===== src/shared/clear_window_select_pkg.sv =====
// Package for the windowed watchdog: register map, field layout, state.
// Assumes one 100 MHz clock and a synchronous active-high reset.
package clear_window_select_pkg;
  // ****************************************************************
  // Register map
  // ****************************************************************
  localparam logic [7:0] CLEAR_WINDOW_SELECT_CFG_OFS = 8'h00;
  localparam logic [7:0] CLEAR_WINDOW_SELECT_CODE_OFS = 8'h04;
  localparam logic [7:0] CLEAR_WINDOW_SELECT_CNT_OFS = 8'h08;
  localparam logic [7:0] CLEAR_WINDOW_SELECT_STS_OFS = 8'h0C;
  localparam logic [7:0] CLEAR_WINDOW_SELECT_ISR_OFS = 8'h10;
  localparam logic [7:0] CLEAR_WINDOW_SELECT_IMR_OFS = 8'h14;
  localparam int CLEAR_WINDOW_SELECT_CFG_EN = 0;
  localparam int CLEAR_WINDOW_SELECT_CFG_ACT = 1;
  localparam int CLEAR_WINDOW_SELECT_CFG_WIN = 2;
  localparam int CLEAR_WINDOW_SELECT_CFG_PER = 4;
  localparam int CLEAR_WINDOW_SELECT_STS_RUN = 0;
  localparam int CLEAR_WINDOW_SELECT_STS_WIN = 1;
  localparam int CLEAR_WINDOW_SELECT_STS_OVF = 2;
  localparam logic [7:0] CLEAR_WINDOW_SELECT_STS_FIXED = 8'h58;
  localparam logic [7:0] CLEAR_WINDOW_SELECT_CODE_CLEAR = 8'h4E;
  localparam logic [7:0] CLEAR_WINDOW_SELECT_CODE_DISABLE = 8'hB1;
  localparam logic CLEAR_WINDOW_SELECT_RST_ACT = 1'b1;
  localparam logic [1:0] CLEAR_WINDOW_SELECT_RST_WIN = 2'h0;
  localparam logic [1:0] CLEAR_WINDOW_SELECT_RST_PER = 2'h3;
  localparam logic [1:0] CLEAR_WINDOW_SELECT_RESP_OK = 2'h0;
  localparam logic [1:0] CLEAR_WINDOW_SELECT_RESP_ERR = 2'h2;

  typedef struct packed {
    logic [7:0] addr;
    logic [31:0] data;
    logic [3:0] strb;
  } clear_window_select_wreq_t;

  typedef struct packed {
    logic aw_have;
    logic w_have;
    logic aw_rdy;
    logic w_rdy;
    logic ar_rdy;
    clear_window_select_wreq_t req;
    logic wr_en;
    logic bvalid;
    logic [1:0] bresp;
    logic rvalid;
    logic [31:0] rdata;
    logic [1:0] rresp;
  } clear_window_select_axs_t;

  typedef struct packed {
    logic en;
    logic act;
    logic [1:0] win;
    logic [1:0] per;
    logic running;
    logic [7:0] cnt;
    logic ovf_flag;
    logic win_flag;
    logic [1:0] isr;
    logic [1:0] imr;
    logic irq;
    logic nmi;
    logic crst;
  } clear_window_select_core_t;

  function automatic logic clear_window_select_mapped(input logic [7:0] a);
    return a == CLEAR_WINDOW_SELECT_CFG_OFS || a == CLEAR_WINDOW_SELECT_CODE_OFS || a == CLEAR_WINDOW_SELECT_CNT_OFS ||
           a == CLEAR_WINDOW_SELECT_STS_OFS || a == CLEAR_WINDOW_SELECT_ISR_OFS || a == CLEAR_WINDOW_SELECT_IMR_OFS;
  endfunction : clear_window_select_mapped
endpackage : clear_window_select_pkg


===== src/logic/clear_window_select_axil_slave.sv =====
// AXI4-Lite slave: turns bus transfers into write pulses and read strobes.
// Assumes a master that keeps valid and payload until the handshake.
`timescale 1ns/100ps
module clear_window_select_axil_slave import clear_window_select_pkg::*; (
  input wire logic clk, // System clock
  input wire logic srst, // Sync reset
  input wire logic [7:0] awaddr, // Write address
  input wire logic awvalid, // Write address valid
  output logic awready, // Write address ready
  input wire logic [31:0] wdata, // Write data
  input wire logic [3:0] wstrb, // Byte strobes
  input wire logic wvalid, // Write data valid
  output logic wready, // Write data ready
  output logic [1:0] bresp, // Write response
  output logic bvalid, // Write response valid
  input wire logic bready, // Write response ready
  input wire logic [7:0] araddr, // Read address
  input wire logic arvalid, // Read address valid
  output logic arready, // Read address ready
  output logic [31:0] rdata, // Read data
  output logic [1:0] rresp, // Read response
  output logic rvalid, // Read data valid
  input wire logic rready, // Read data ready
  output logic wr_en, // Register write pulse
  output clear_window_select_wreq_t wr_req, // Register write payload
  output logic rd_en, // Register read strobe
  input wire logic [31:0] rd_data // Data at araddr
);
  clear_window_select_axs_t s_r;
  clear_window_select_axs_t s_nxt;

  assign awready = s_r.aw_rdy;
  assign wready = s_r.w_rdy;
  assign arready = s_r.ar_rdy;
  assign bvalid = s_r.bvalid;
  assign bresp = s_r.bresp;
  assign rvalid = s_r.rvalid;
  assign rdata = s_r.rdata;
  assign rresp = s_r.rresp;
  assign wr_en = s_r.wr_en;
  assign wr_req = s_r.req;
  assign rd_en = arvalid && s_r.ar_rdy;

  always_comb begin
    s_nxt = s_r;
    s_nxt.wr_en = 1'b0;
    if (awvalid && s_r.aw_rdy) begin
      s_nxt.aw_have = 1'b1;
      s_nxt.req.addr = awaddr;
    end
    if (wvalid && s_r.w_rdy) begin
      s_nxt.w_have = 1'b1;
      s_nxt.req.data = wdata;
      s_nxt.req.strb = wstrb;
    end
    if (s_r.bvalid && bready)
      s_nxt.bvalid = 1'b0;
    // Both halves held: issue the write if the address is mapped, and its response
    if (s_r.aw_have && s_r.w_have) begin
      s_nxt.aw_have = 1'b0;
      s_nxt.w_have = 1'b0;
      s_nxt.wr_en = clear_window_select_mapped(s_r.req.addr);
      s_nxt.bvalid = 1'b1;
      s_nxt.bresp = clear_window_select_mapped(s_r.req.addr) ? CLEAR_WINDOW_SELECT_RESP_OK : CLEAR_WINDOW_SELECT_RESP_ERR;
    end
    if (s_r.rvalid && rready)
      s_nxt.rvalid = 1'b0;
    if (rd_en) begin
      s_nxt.rvalid = 1'b1;
      s_nxt.rdata = rd_data;
      s_nxt.rresp = clear_window_select_mapped(araddr) ? CLEAR_WINDOW_SELECT_RESP_OK : CLEAR_WINDOW_SELECT_RESP_ERR;
    end
    s_nxt.aw_rdy = !s_nxt.aw_have && !s_nxt.bvalid && !s_nxt.wr_en;
    s_nxt.w_rdy = !s_nxt.w_have && !s_nxt.bvalid && !s_nxt.wr_en;
    s_nxt.ar_rdy = !s_nxt.rvalid;
  end

  always_ff @(posedge clk) begin
    if (srst)
      s_r <= '0;
    else
      s_r <= s_nxt;
  end
endmodule : clear_window_select_axil_slave


===== src/logic/clear_window_select_core.sv =====
// Windowed watchdog: 8-bit up counter, clear window, overflow action.
// Assumes an AXI4-Lite master and a chip reset controller that takes
// chip_rst_req, applies srst and runs warm-up with mode_hold high.
//
// Behaviour
// - Overflow with action select 1 raises a watchdog reset request.
// - The reset request resets the chip, then warm-up follows.
// - Clear code 0x4E zeroes the counter; counting then continues.
// - Disable code 0xB1 stops the watchdog only while enable is 0.
// - A clear in the overflow cycle wins; no overflow is detected.
// - Counter monitor reads return the present counter value.
// - Operating state flag is 1 while enabled, 0 while disabled.
// - Overflow interrupt request sets the overflow cause flag.
// - Out-of-window clear interrupt request sets the window flag.
// - Reading status clears both cause flags.
// - A cause set in the read cycle leaves that flag at 1.
// - Window 00 clears any time; else early clear interrupts, no clear.
// - Overflow with action 0 raises a non-maskable request, keeps counting.
// - Disabling through the disable code also zeroes the counter.
// - Counter pauses in stop, warm-up, idle or sleep, resumes after.
//
// Our own choices: the address map and register access over AXI4-Lite.
`timescale 1ns/100ps
module clear_window_select_core import clear_window_select_pkg::*; #(
  parameter int BASE_DIV = 16
) (
  input wire logic clk, // 100 MHz system clock
  input wire logic srst, // Sync reset, chip reset
  input wire logic mode_hold, // Stop, warm-up, idle or sleep
  input wire logic [7:0] s_axi_awaddr, // Write address
  input wire logic s_axi_awvalid, // Write address valid
  output logic s_axi_awready, // Write address ready
  input wire logic [31:0] s_axi_wdata, // Write data
  input wire logic [3:0] s_axi_wstrb, // Byte strobes
  input wire logic s_axi_wvalid, // Write data valid
  output logic s_axi_wready, // Write data ready
  output logic [1:0] s_axi_bresp, // Write response
  output logic s_axi_bvalid, // Write response valid
  input wire logic s_axi_bready, // Write response ready
  input wire logic [7:0] s_axi_araddr, // Read address
  input wire logic s_axi_arvalid, // Read address valid
  output logic s_axi_arready, // Read address ready
  output logic [31:0] s_axi_rdata, // Read data
  output logic [1:0] s_axi_rresp, // Read response
  output logic s_axi_rvalid, // Read data valid
  input wire logic s_axi_rready, // Read data ready
  output logic irq, // Maskable interrupt level
  output logic nmi_req, // Non-maskable request pulse
  output logic chip_rst_req // Chip reset request pulse
);
  clear_window_select_core_t c_r;
  clear_window_select_core_t c_nxt;
  logic wr_en;
  clear_window_select_wreq_t wr_req;
  logic rd_en;
  logic [31:0] rd_data;
  logic tick;
  logic wr_lo;
  logic code_wr;
  logic clr_try;
  logic clr_ok;
  logic clr_bad;
  logic dis_ok;
  logic ovf;
  logic sts_rd;

  // ****************************************************************
  // Submodules
  // ****************************************************************
  clear_window_select_axil_slave u_bus (
    .clk(clk), .srst(srst),
    .awaddr(s_axi_awaddr), .awvalid(s_axi_awvalid),
    .awready(s_axi_awready),
    .wdata(s_axi_wdata), .wstrb(s_axi_wstrb), .wvalid(s_axi_wvalid),
    .wready(s_axi_wready),
    .bresp(s_axi_bresp), .bvalid(s_axi_bvalid), .bready(s_axi_bready),
    .araddr(s_axi_araddr), .arvalid(s_axi_arvalid),
    .arready(s_axi_arready),
    .rdata(s_axi_rdata), .rresp(s_axi_rresp), .rvalid(s_axi_rvalid),
    .rready(s_axi_rready),
    .wr_en(wr_en), .wr_req(wr_req), .rd_en(rd_en), .rd_data(rd_data)
  );

  clear_window_select_tick_div #(.BASE_DIV(BASE_DIV)) u_div (
    .clk(clk), .srst(srst), .per(c_r.per), .tick(tick)
  );

  assign irq = c_r.irq;
  assign nmi_req = c_r.nmi;
  assign chip_rst_req = c_r.crst;

  // ****************************************************************
  // Clear window decode
  // ****************************************************************
  function automatic logic win_open(input logic [1:0] w,
                                    input logic [7:0] n);
    unique case (w)
      2'h0: return 1'b1;
      2'h1: return n[7];
      2'h2: return &n[7:6];
      2'h3: return &n[7:5];
    endcase
  endfunction : win_open

  // ****************************************************************
  // Read mux
  // ****************************************************************
  always_comb begin
    rd_data = '0;
    unique case (s_axi_araddr)
      CLEAR_WINDOW_SELECT_CFG_OFS: rd_data[7:0] = {2'h0, c_r.per, c_r.win, c_r.act, c_r.en};
      CLEAR_WINDOW_SELECT_CNT_OFS: rd_data[7:0] = c_r.cnt;
      CLEAR_WINDOW_SELECT_STS_OFS: rd_data[7:0] = CLEAR_WINDOW_SELECT_STS_FIXED |
        {5'h0, c_r.ovf_flag, c_r.win_flag, c_r.running};
      CLEAR_WINDOW_SELECT_ISR_OFS: rd_data[1:0] = c_r.isr;
      CLEAR_WINDOW_SELECT_IMR_OFS: rd_data[1:0] = c_r.imr;
      default: rd_data = '0;
    endcase
  end

  // ****************************************************************
  // Counter, control codes, flags
  // ****************************************************************
  always_comb begin
    wr_lo = wr_en && wr_req.strb[0];
    code_wr = wr_lo && wr_req.addr == CLEAR_WINDOW_SELECT_CODE_OFS;
    clr_try = code_wr && wr_req.data[7:0] == CLEAR_WINDOW_SELECT_CODE_CLEAR && c_r.running;
    clr_ok = clr_try && win_open(c_r.win, c_r.cnt);
    clr_bad = clr_try && !win_open(c_r.win, c_r.cnt);
    dis_ok = code_wr && wr_req.data[7:0] == CLEAR_WINDOW_SELECT_CODE_DISABLE &&
             !c_r.en;
    // Clear or disable in the same cycle suppresses overflow
    ovf = c_r.running && tick && !mode_hold && c_r.cnt == 8'hFF &&
          !clr_ok && !dis_ok;
    sts_rd = rd_en && s_axi_araddr == CLEAR_WINDOW_SELECT_STS_OFS;

    c_nxt = c_r;
    c_nxt.nmi = 1'b0;
    c_nxt.crst = 1'b0;
    if (wr_lo && wr_req.addr == CLEAR_WINDOW_SELECT_CFG_OFS) begin
      c_nxt.en = wr_req.data[CLEAR_WINDOW_SELECT_CFG_EN];
      c_nxt.act = wr_req.data[CLEAR_WINDOW_SELECT_CFG_ACT];
      c_nxt.win = wr_req.data[CLEAR_WINDOW_SELECT_CFG_WIN +: 2];
      c_nxt.per = wr_req.data[CLEAR_WINDOW_SELECT_CFG_PER +: 2];
      if (wr_req.data[CLEAR_WINDOW_SELECT_CFG_EN])
        c_nxt.running = 1'b1;
    end
    if (c_r.running && tick && !mode_hold)
      c_nxt.cnt = c_r.cnt + 8'h01;
    if (clr_ok)
      c_nxt.cnt = 8'h00;
    if (dis_ok) begin
      c_nxt.running = 1'b0;
      c_nxt.cnt = 8'h00;
    end
    if (sts_rd) begin
      c_nxt.ovf_flag = 1'b0;
      c_nxt.win_flag = 1'b0;
    end
    // Clear first, so an event in the same cycle wins
    if (wr_lo && wr_req.addr == CLEAR_WINDOW_SELECT_ISR_OFS)
      c_nxt.isr = c_nxt.isr & ~wr_req.data[1:0];
    if (ovf && c_r.act)
      c_nxt.crst = 1'b1;
    if (ovf && !c_r.act) begin
      c_nxt.nmi = 1'b1;
      c_nxt.ovf_flag = 1'b1;
      c_nxt.isr[1] = 1'b1;
    end
    if (clr_bad) begin
      c_nxt.win_flag = 1'b1;
      c_nxt.isr[0] = 1'b1;
    end
    if (wr_lo && wr_req.addr == CLEAR_WINDOW_SELECT_IMR_OFS)
      c_nxt.imr = wr_req.data[1:0];
    c_nxt.irq = |(c_nxt.isr & c_nxt.imr);
  end

  always_ff @(posedge clk) begin
    if (srst) begin
      c_r <= '0;
      c_r.en <= 1'b1;
      c_r.running <= 1'b1;
      c_r.act <= CLEAR_WINDOW_SELECT_RST_ACT;
      c_r.win <= CLEAR_WINDOW_SELECT_RST_WIN;
      c_r.per <= CLEAR_WINDOW_SELECT_RST_PER;
    end else begin
      c_r <= c_nxt;
    end
  end

  // ****************************************************************
  // Checks
  // ****************************************************************
  a_reset_on_ovf: assert property (
    @(posedge clk) disable iff (srst)
    ovf && c_r.act |=> chip_rst_req && !nmi_req)
    else $error("overflow with reset action gave no reset request");

  a_reset_one_cycle: assert property (
    @(posedge clk) disable iff (srst)
    chip_rst_req |=> !chip_rst_req)
    else $error("reset request held longer than one cycle");

  a_clear_zeroes: assert property (
    @(posedge clk) disable iff (srst)
    clr_ok |=> c_r.cnt == 8'h00 && c_r.running)
    else $error("accepted clear did not zero the counter");

  a_disable_code: assert property (
    @(posedge clk) disable iff (srst)
    dis_ok |=> !c_r.running && c_r.cnt == 8'h00 && !c_r.en)
    else $error("disable code did not stop and clear");

  a_disable_refused: assert property (
    @(posedge clk) disable iff (srst)
    code_wr && c_r.en |=> c_r.running == $past(c_r.running))
    else $error("control code changed state while enabled");

  a_clear_beats_ovf: assert property (
    @(posedge clk) disable iff (srst)
    clr_ok && tick && c_r.cnt == 8'hFF |=> !nmi_req && !chip_rst_req)
    else $error("overflow detected despite clear");

  a_nmi_on_ovf: assert property (
    @(posedge clk) disable iff (srst)
    ovf && !c_r.act |=> nmi_req && c_r.ovf_flag && c_r.cnt == 8'h00
      ##1 !nmi_req)
    else $error("overflow interrupt not raised as one pulse");

  a_window_miss: assert property (
    @(posedge clk) disable iff (srst)
    clr_bad |=> c_r.win_flag && (c_r.cnt - $past(c_r.cnt)) <= 8'h01)
    else $error("early clear not flagged or counter cleared");

  a_read_clears: assert property (
    @(posedge clk) disable iff (srst)
    sts_rd && !ovf && !clr_bad |=> !c_r.ovf_flag && !c_r.win_flag)
    else $error("status read did not clear the flags");

  a_hold_pauses: assert property (
    @(posedge clk) disable iff (srst)
    mode_hold && !wr_en |=> $stable(c_r.cnt))
    else $error("counter moved while held");

  a_req_exclusive: assert property (
    @(posedge clk) disable iff (srst)
    !(nmi_req && chip_rst_req))
    else $error("reset and interrupt requests raised together");

  a_no_flag_reset: assert property (
    @(posedge clk) disable iff (srst)
    ovf && c_r.act && !c_r.ovf_flag |=> !c_r.ovf_flag)
    else $error("reset action overflow set the overflow flag");

  a_run_counts: assert property (
    @(posedge clk) disable iff (srst)
    c_r.running && tick && !mode_hold && !wr_en |=>
      c_r.cnt == $past(c_r.cnt) + 8'h01)
    else $error("running counter missed a source tick");

  a_stop_holds: assert property (
    @(posedge clk) disable iff (srst)
    !c_r.running |=> $stable(c_r.cnt))
    else $error("stopped counter moved");

  a_monitor_read: assert property (
    @(posedge clk) disable iff (srst)
    rd_en && s_axi_araddr == CLEAR_WINDOW_SELECT_CNT_OFS |=>
      s_axi_rdata == {24'h000000, $past(c_r.cnt)})
    else $error("counter monitor read a stale value");

  a_state_flag: assert property (
    @(posedge clk) disable iff (srst)
    sts_rd |=> s_axi_rdata[CLEAR_WINDOW_SELECT_STS_RUN] == $past(c_r.running) &&
      s_axi_rdata[7:3] == CLEAR_WINDOW_SELECT_STS_FIXED[7:3])
    else $error("status read gave a wrong state bit");

  a_ovf_beats_read: assert property (
    @(posedge clk) disable iff (srst)
    sts_rd && ovf && !c_r.act |=> c_r.ovf_flag)
    else $error("read cleared an overflow flag set with it");

  a_win_beats_read: assert property (
    @(posedge clk) disable iff (srst)
    sts_rd && clr_bad |=> c_r.win_flag)
    else $error("read cleared a window flag set with it");

  a_window_any_time: assert property (
    @(posedge clk) disable iff (srst)
    clr_try && c_r.win == 2'h0 |=> c_r.cnt == 8'h00)
    else $error("clear refused with the window always open");

  a_nmi_one_cycle: assert property (
    @(posedge clk) disable iff (srst)
    nmi_req |=> !nmi_req)
    else $error("interrupt request held longer than one cycle");

  a_bad_code_inert: assert property (
    @(posedge clk) disable iff (srst)
    code_wr && !clr_try && !dis_ok |=> c_r.en == $past(c_r.en) &&
      c_r.running == $past(c_r.running) &&
      (c_r.cnt - $past(c_r.cnt)) <= 8'h01)
    else $error("ignored control code changed the watchdog");

  a_isr_set_wins: assert property (
    @(posedge clk) disable iff (srst)
    wr_lo && wr_req.addr == CLEAR_WINDOW_SELECT_ISR_OFS && ovf && !c_r.act |=>
      c_r.isr[1])
    else $error("status clear swallowed a new overflow event");
endmodule : clear_window_select_core


===== src/logic/clear_window_select_tick_div.sv =====
// Source clock divider: one-cycle tick whose rate the period field picks.
// Assumes the system clock and a synchronous reset.
`timescale 1ns/100ps
module clear_window_select_tick_div import clear_window_select_pkg::*; #(
  parameter int BASE_DIV = 16,
  parameter int CW = 16
) (
  input wire logic clk, // System clock
  input wire logic srst, // Sync reset
  input wire logic [1:0] per, // Period select
  output logic tick // Source clock tick
);
  logic [CW-1:0] cnt_r;
  logic [CW-1:0] cnt_nxt;
  logic [CW-1:0] lim;
  logic tick_nxt;

  // Each period step is four times the previous
  always_comb begin
    lim = CW'(BASE_DIV << (2 * per)) - CW'(1);
    tick_nxt = cnt_r >= lim;
    cnt_nxt = tick_nxt ? '0 : cnt_r + CW'(1);
  end

  always_ff @(posedge clk) begin
    if (srst) begin
      cnt_r <= '0;
      tick <= 1'b0;
    end else begin
      cnt_r <= cnt_nxt;
      tick <= tick_nxt;
    end
  end
endmodule : clear_window_select_tick_div


===== config.mk =====
export PLATFORM = sky130hd
export DESIGN_NAME = clear_window_select_core
export DESIGN_NICKNAME = d
export VERILOG_FILES = /design/src/shared/clear_window_select_pkg.sv /design/src/logic/clear_window_select_axil_slave.sv /design/src/logic/clear_window_select_core.sv /design/src/logic/clear_window_select_tick_div.sv
export SDC_FILE = /design/constraint.sdc
export NUM_CORES = 1
export LEC_CHECK = 0
export BUFFER_PORTS_ARGS = -buffer_cell sky130_fd_sc_hd__buf_2
export CORE_MARGIN = 5
export CORE_UTILIZATION = 64
export CTS_BUF_LIST = sky130_fd_sc_hd__clkbuf_8
export DETAILED_ROUTE_END_ITERATION = 8
export HOLD_SLACK_MARGIN = 0.06
export PLACE_DENSITY = 0.89
export SKIP_CTS_REPAIR_TIMING = 1
export SYNTH_ARGS = -nofsm -noshare
export SYNTH_HDL_FRONTEND = slang
export SYNTH_HIERARCHICAL = 1
export SYNTH_SLANG_ARGS = --single-unit

===== constraint.sdc =====
create_clock -name clk -period 5.06 [get_ports clk]
set_input_delay 0 -clock clk [delete_from_list [all_inputs] [get_ports clk]]
set_output_delay 0 -clock clk [all_outputs]
set_load 0.02 [all_outputs]

==> results.yml <==
status:
  status: "completed"
final_layout:
  final_area_mm2: 0.00554
  final_nets: 664
  synthToLayoutAreaGrowth_pct: 9.30
  drive_gt1_share_pct: 25.7
detailed_routing:
  routed_via_density: 5.72
  drcViolationCount: 0
  via_count: 4024
  ant_nets: 0
  routed_wl_um: 11000
  first_pass_iters: 5
  wire_per_inst_um: 15.6
  drtIter0Drc: 192
sta:
  slew_headroom_pct: 24.0
  finalSetupViolCount: 0
  slew_violations: 0
  fin_worst_skew_ps: 11.9
  tightest_slew_ps: 1140
  rsz0062_at_grt: "false"
  setup_tns_ps: 0
  finalHoldViolCount: 0
  period_share_pct: 46.1
  fmax_ghz: 0.429
  fin_crit_ps: 2330
placement:
  hpwlAfterDp_um: 6930
  gp_congestion: 0.880
  placed_cell_area_mm2: 0.00504
  io_buffers: 74
critical_path:
  end_kind: "register"
  critPathArrivalTime_ps: 2630
  critPathKind: "reg -> reg"
  cp-start-kind: "register"
  cp_max_fo: 11
  worstPathRequired_ps: 5350
floorplan:
  die_area_mm2: 0.00980
  rows: 32
  start_util_pct: 65.6
  die_w_um: 99.0
  io_pins: 104
  core-area_mm2: 0.00773
  die_h_um: 99.0
power_and_ir_drop:
  p_clk_share_pct: 33.9
  internal-power_w: 0.00111
  comb_power_share_pct: 9.9
  power_frac_seq_pct: 56.2
  p_sw_share_pct: 26.5
  switchingPower_w: 0.000400
  peakVddDrop_v: 0.000199
  p_leak_nw: 2.26
  cellPowerDensity_mw_per_mm2: 273
hold_path:
  worst_hold_path_type: "in -> reg"
synth:
  syn-mean-instance-area_um2: 9.27
  yosysWarnings: 6
  netlist_area_mm2: 0.00507
  syn_inst: 547
clock_network:
  cts.path.max_buffers: 2
  cts_buffers: 9
  clk_latency_ps: 370
  htreeDepth: 3
  cts_sinks: 100
  clk_pin_slew_ps: 90
  cts_tree: "done"
  root_buffer: "clkbuf_8"
global_route:
  antenna_found_initial: 1
  grt_pass1_wl_um: 16400
  grt_pass1_vias: 3588
  grt_max_degree: 69
  overflow: 0
  grt_use_total_pct: 20.0
run:
  maxCapViolCount: 0
-- placed cells by master (no fill, tap or decap), drive strengths merged, types with 9 or more instances in the layout --
master	instances
dfxtp	100
ha	9
conb	31
dlygate4sd3	30
nand2	18
nand3	58
nor2	33
xor2	9
clkbuf	9
nand2b	10
a21bo	49
buf	75
a21oi	60
inv	9
-- power groups by stage --
stage	clock [W]	sequential [W]	combinational [W]
after floorplan	0	0.000843	0.000140
after global placement	0	0.000863	0.000124
after detailed placement	0	0.000865	0.000128
after CTS	0.000521	0.000847	0.000129
after global routing	0.000558	0.000854	0.000163
final	0.000512	0.000848	0.000150
-- critical path: stages, from the launching register on --
cell and delay, ps:
dfxtp_1 360, or2_2 330, ha_1 300, ha_1 190, a21oi_1 180, o2111ai_1 190, a211o_1 530, nor2_2 190
-- routing by layer --
metal	wire (µm)	track usage, %	part of all wire (%)	up-vias
met4	312	5.25	2.8	0
met1	4630	24.1	42	1899
met2	5400	35.2	49	148
met3	622	5.31	5.7	30
met5	0	0	0	-
li1	-	-	-	1947
-- final cells by class --
cell class                 instances  area, µm²
clock inverter                     7       75.1
inverter                           7       26.3
timing repair buffer             105        678
multi-input combinational        372       2500
fill                             557       2190
antenna                            1       2.50
tap                              102        128
clock buffer                       9        124
sequential                       100       2000
-- registers in the layout, summed over array words and instances (netlist names), 2 cells and up --
register,count
c_r,21
u_bus/rdata,32
u_bus/s_r,2
u_bus/wr_req,17
u_div/cnt_r,16
-- worst paths after layout --
path | depth (start not counted) | slack [ps] | start | endpoint
setup / recovery | 7 | 2730 | c_r[19] | u_div/cnt_r[5]
hold / removal | 3 | 70 | s_axi_araddr[1] | u_bus/rresp[1]
setup reg to reg | 7 | 2730 | c_r[19] | u_div/cnt_r[5]
hold reg to reg | 2 | 480 | c_r[6] | c_r[6]
-- metrics by stage --
stage	hold WS, ps	instances	utilization [%]	total power [W]	setup WS [ps]
finish	68.6	703	71.7	0.00151	2730
detailed placement	261	656	65.2	0.000993	2800
floorplan	72.4	575	-	0.000983	3150
global route	72.9	703	71.7	0.00157	2630
global placement	252	656	65.2	0.000986	2960
CTS	-140	672	67.8	0.00150	2780
No activity file was read; power rests on OpenSTA's default activity.
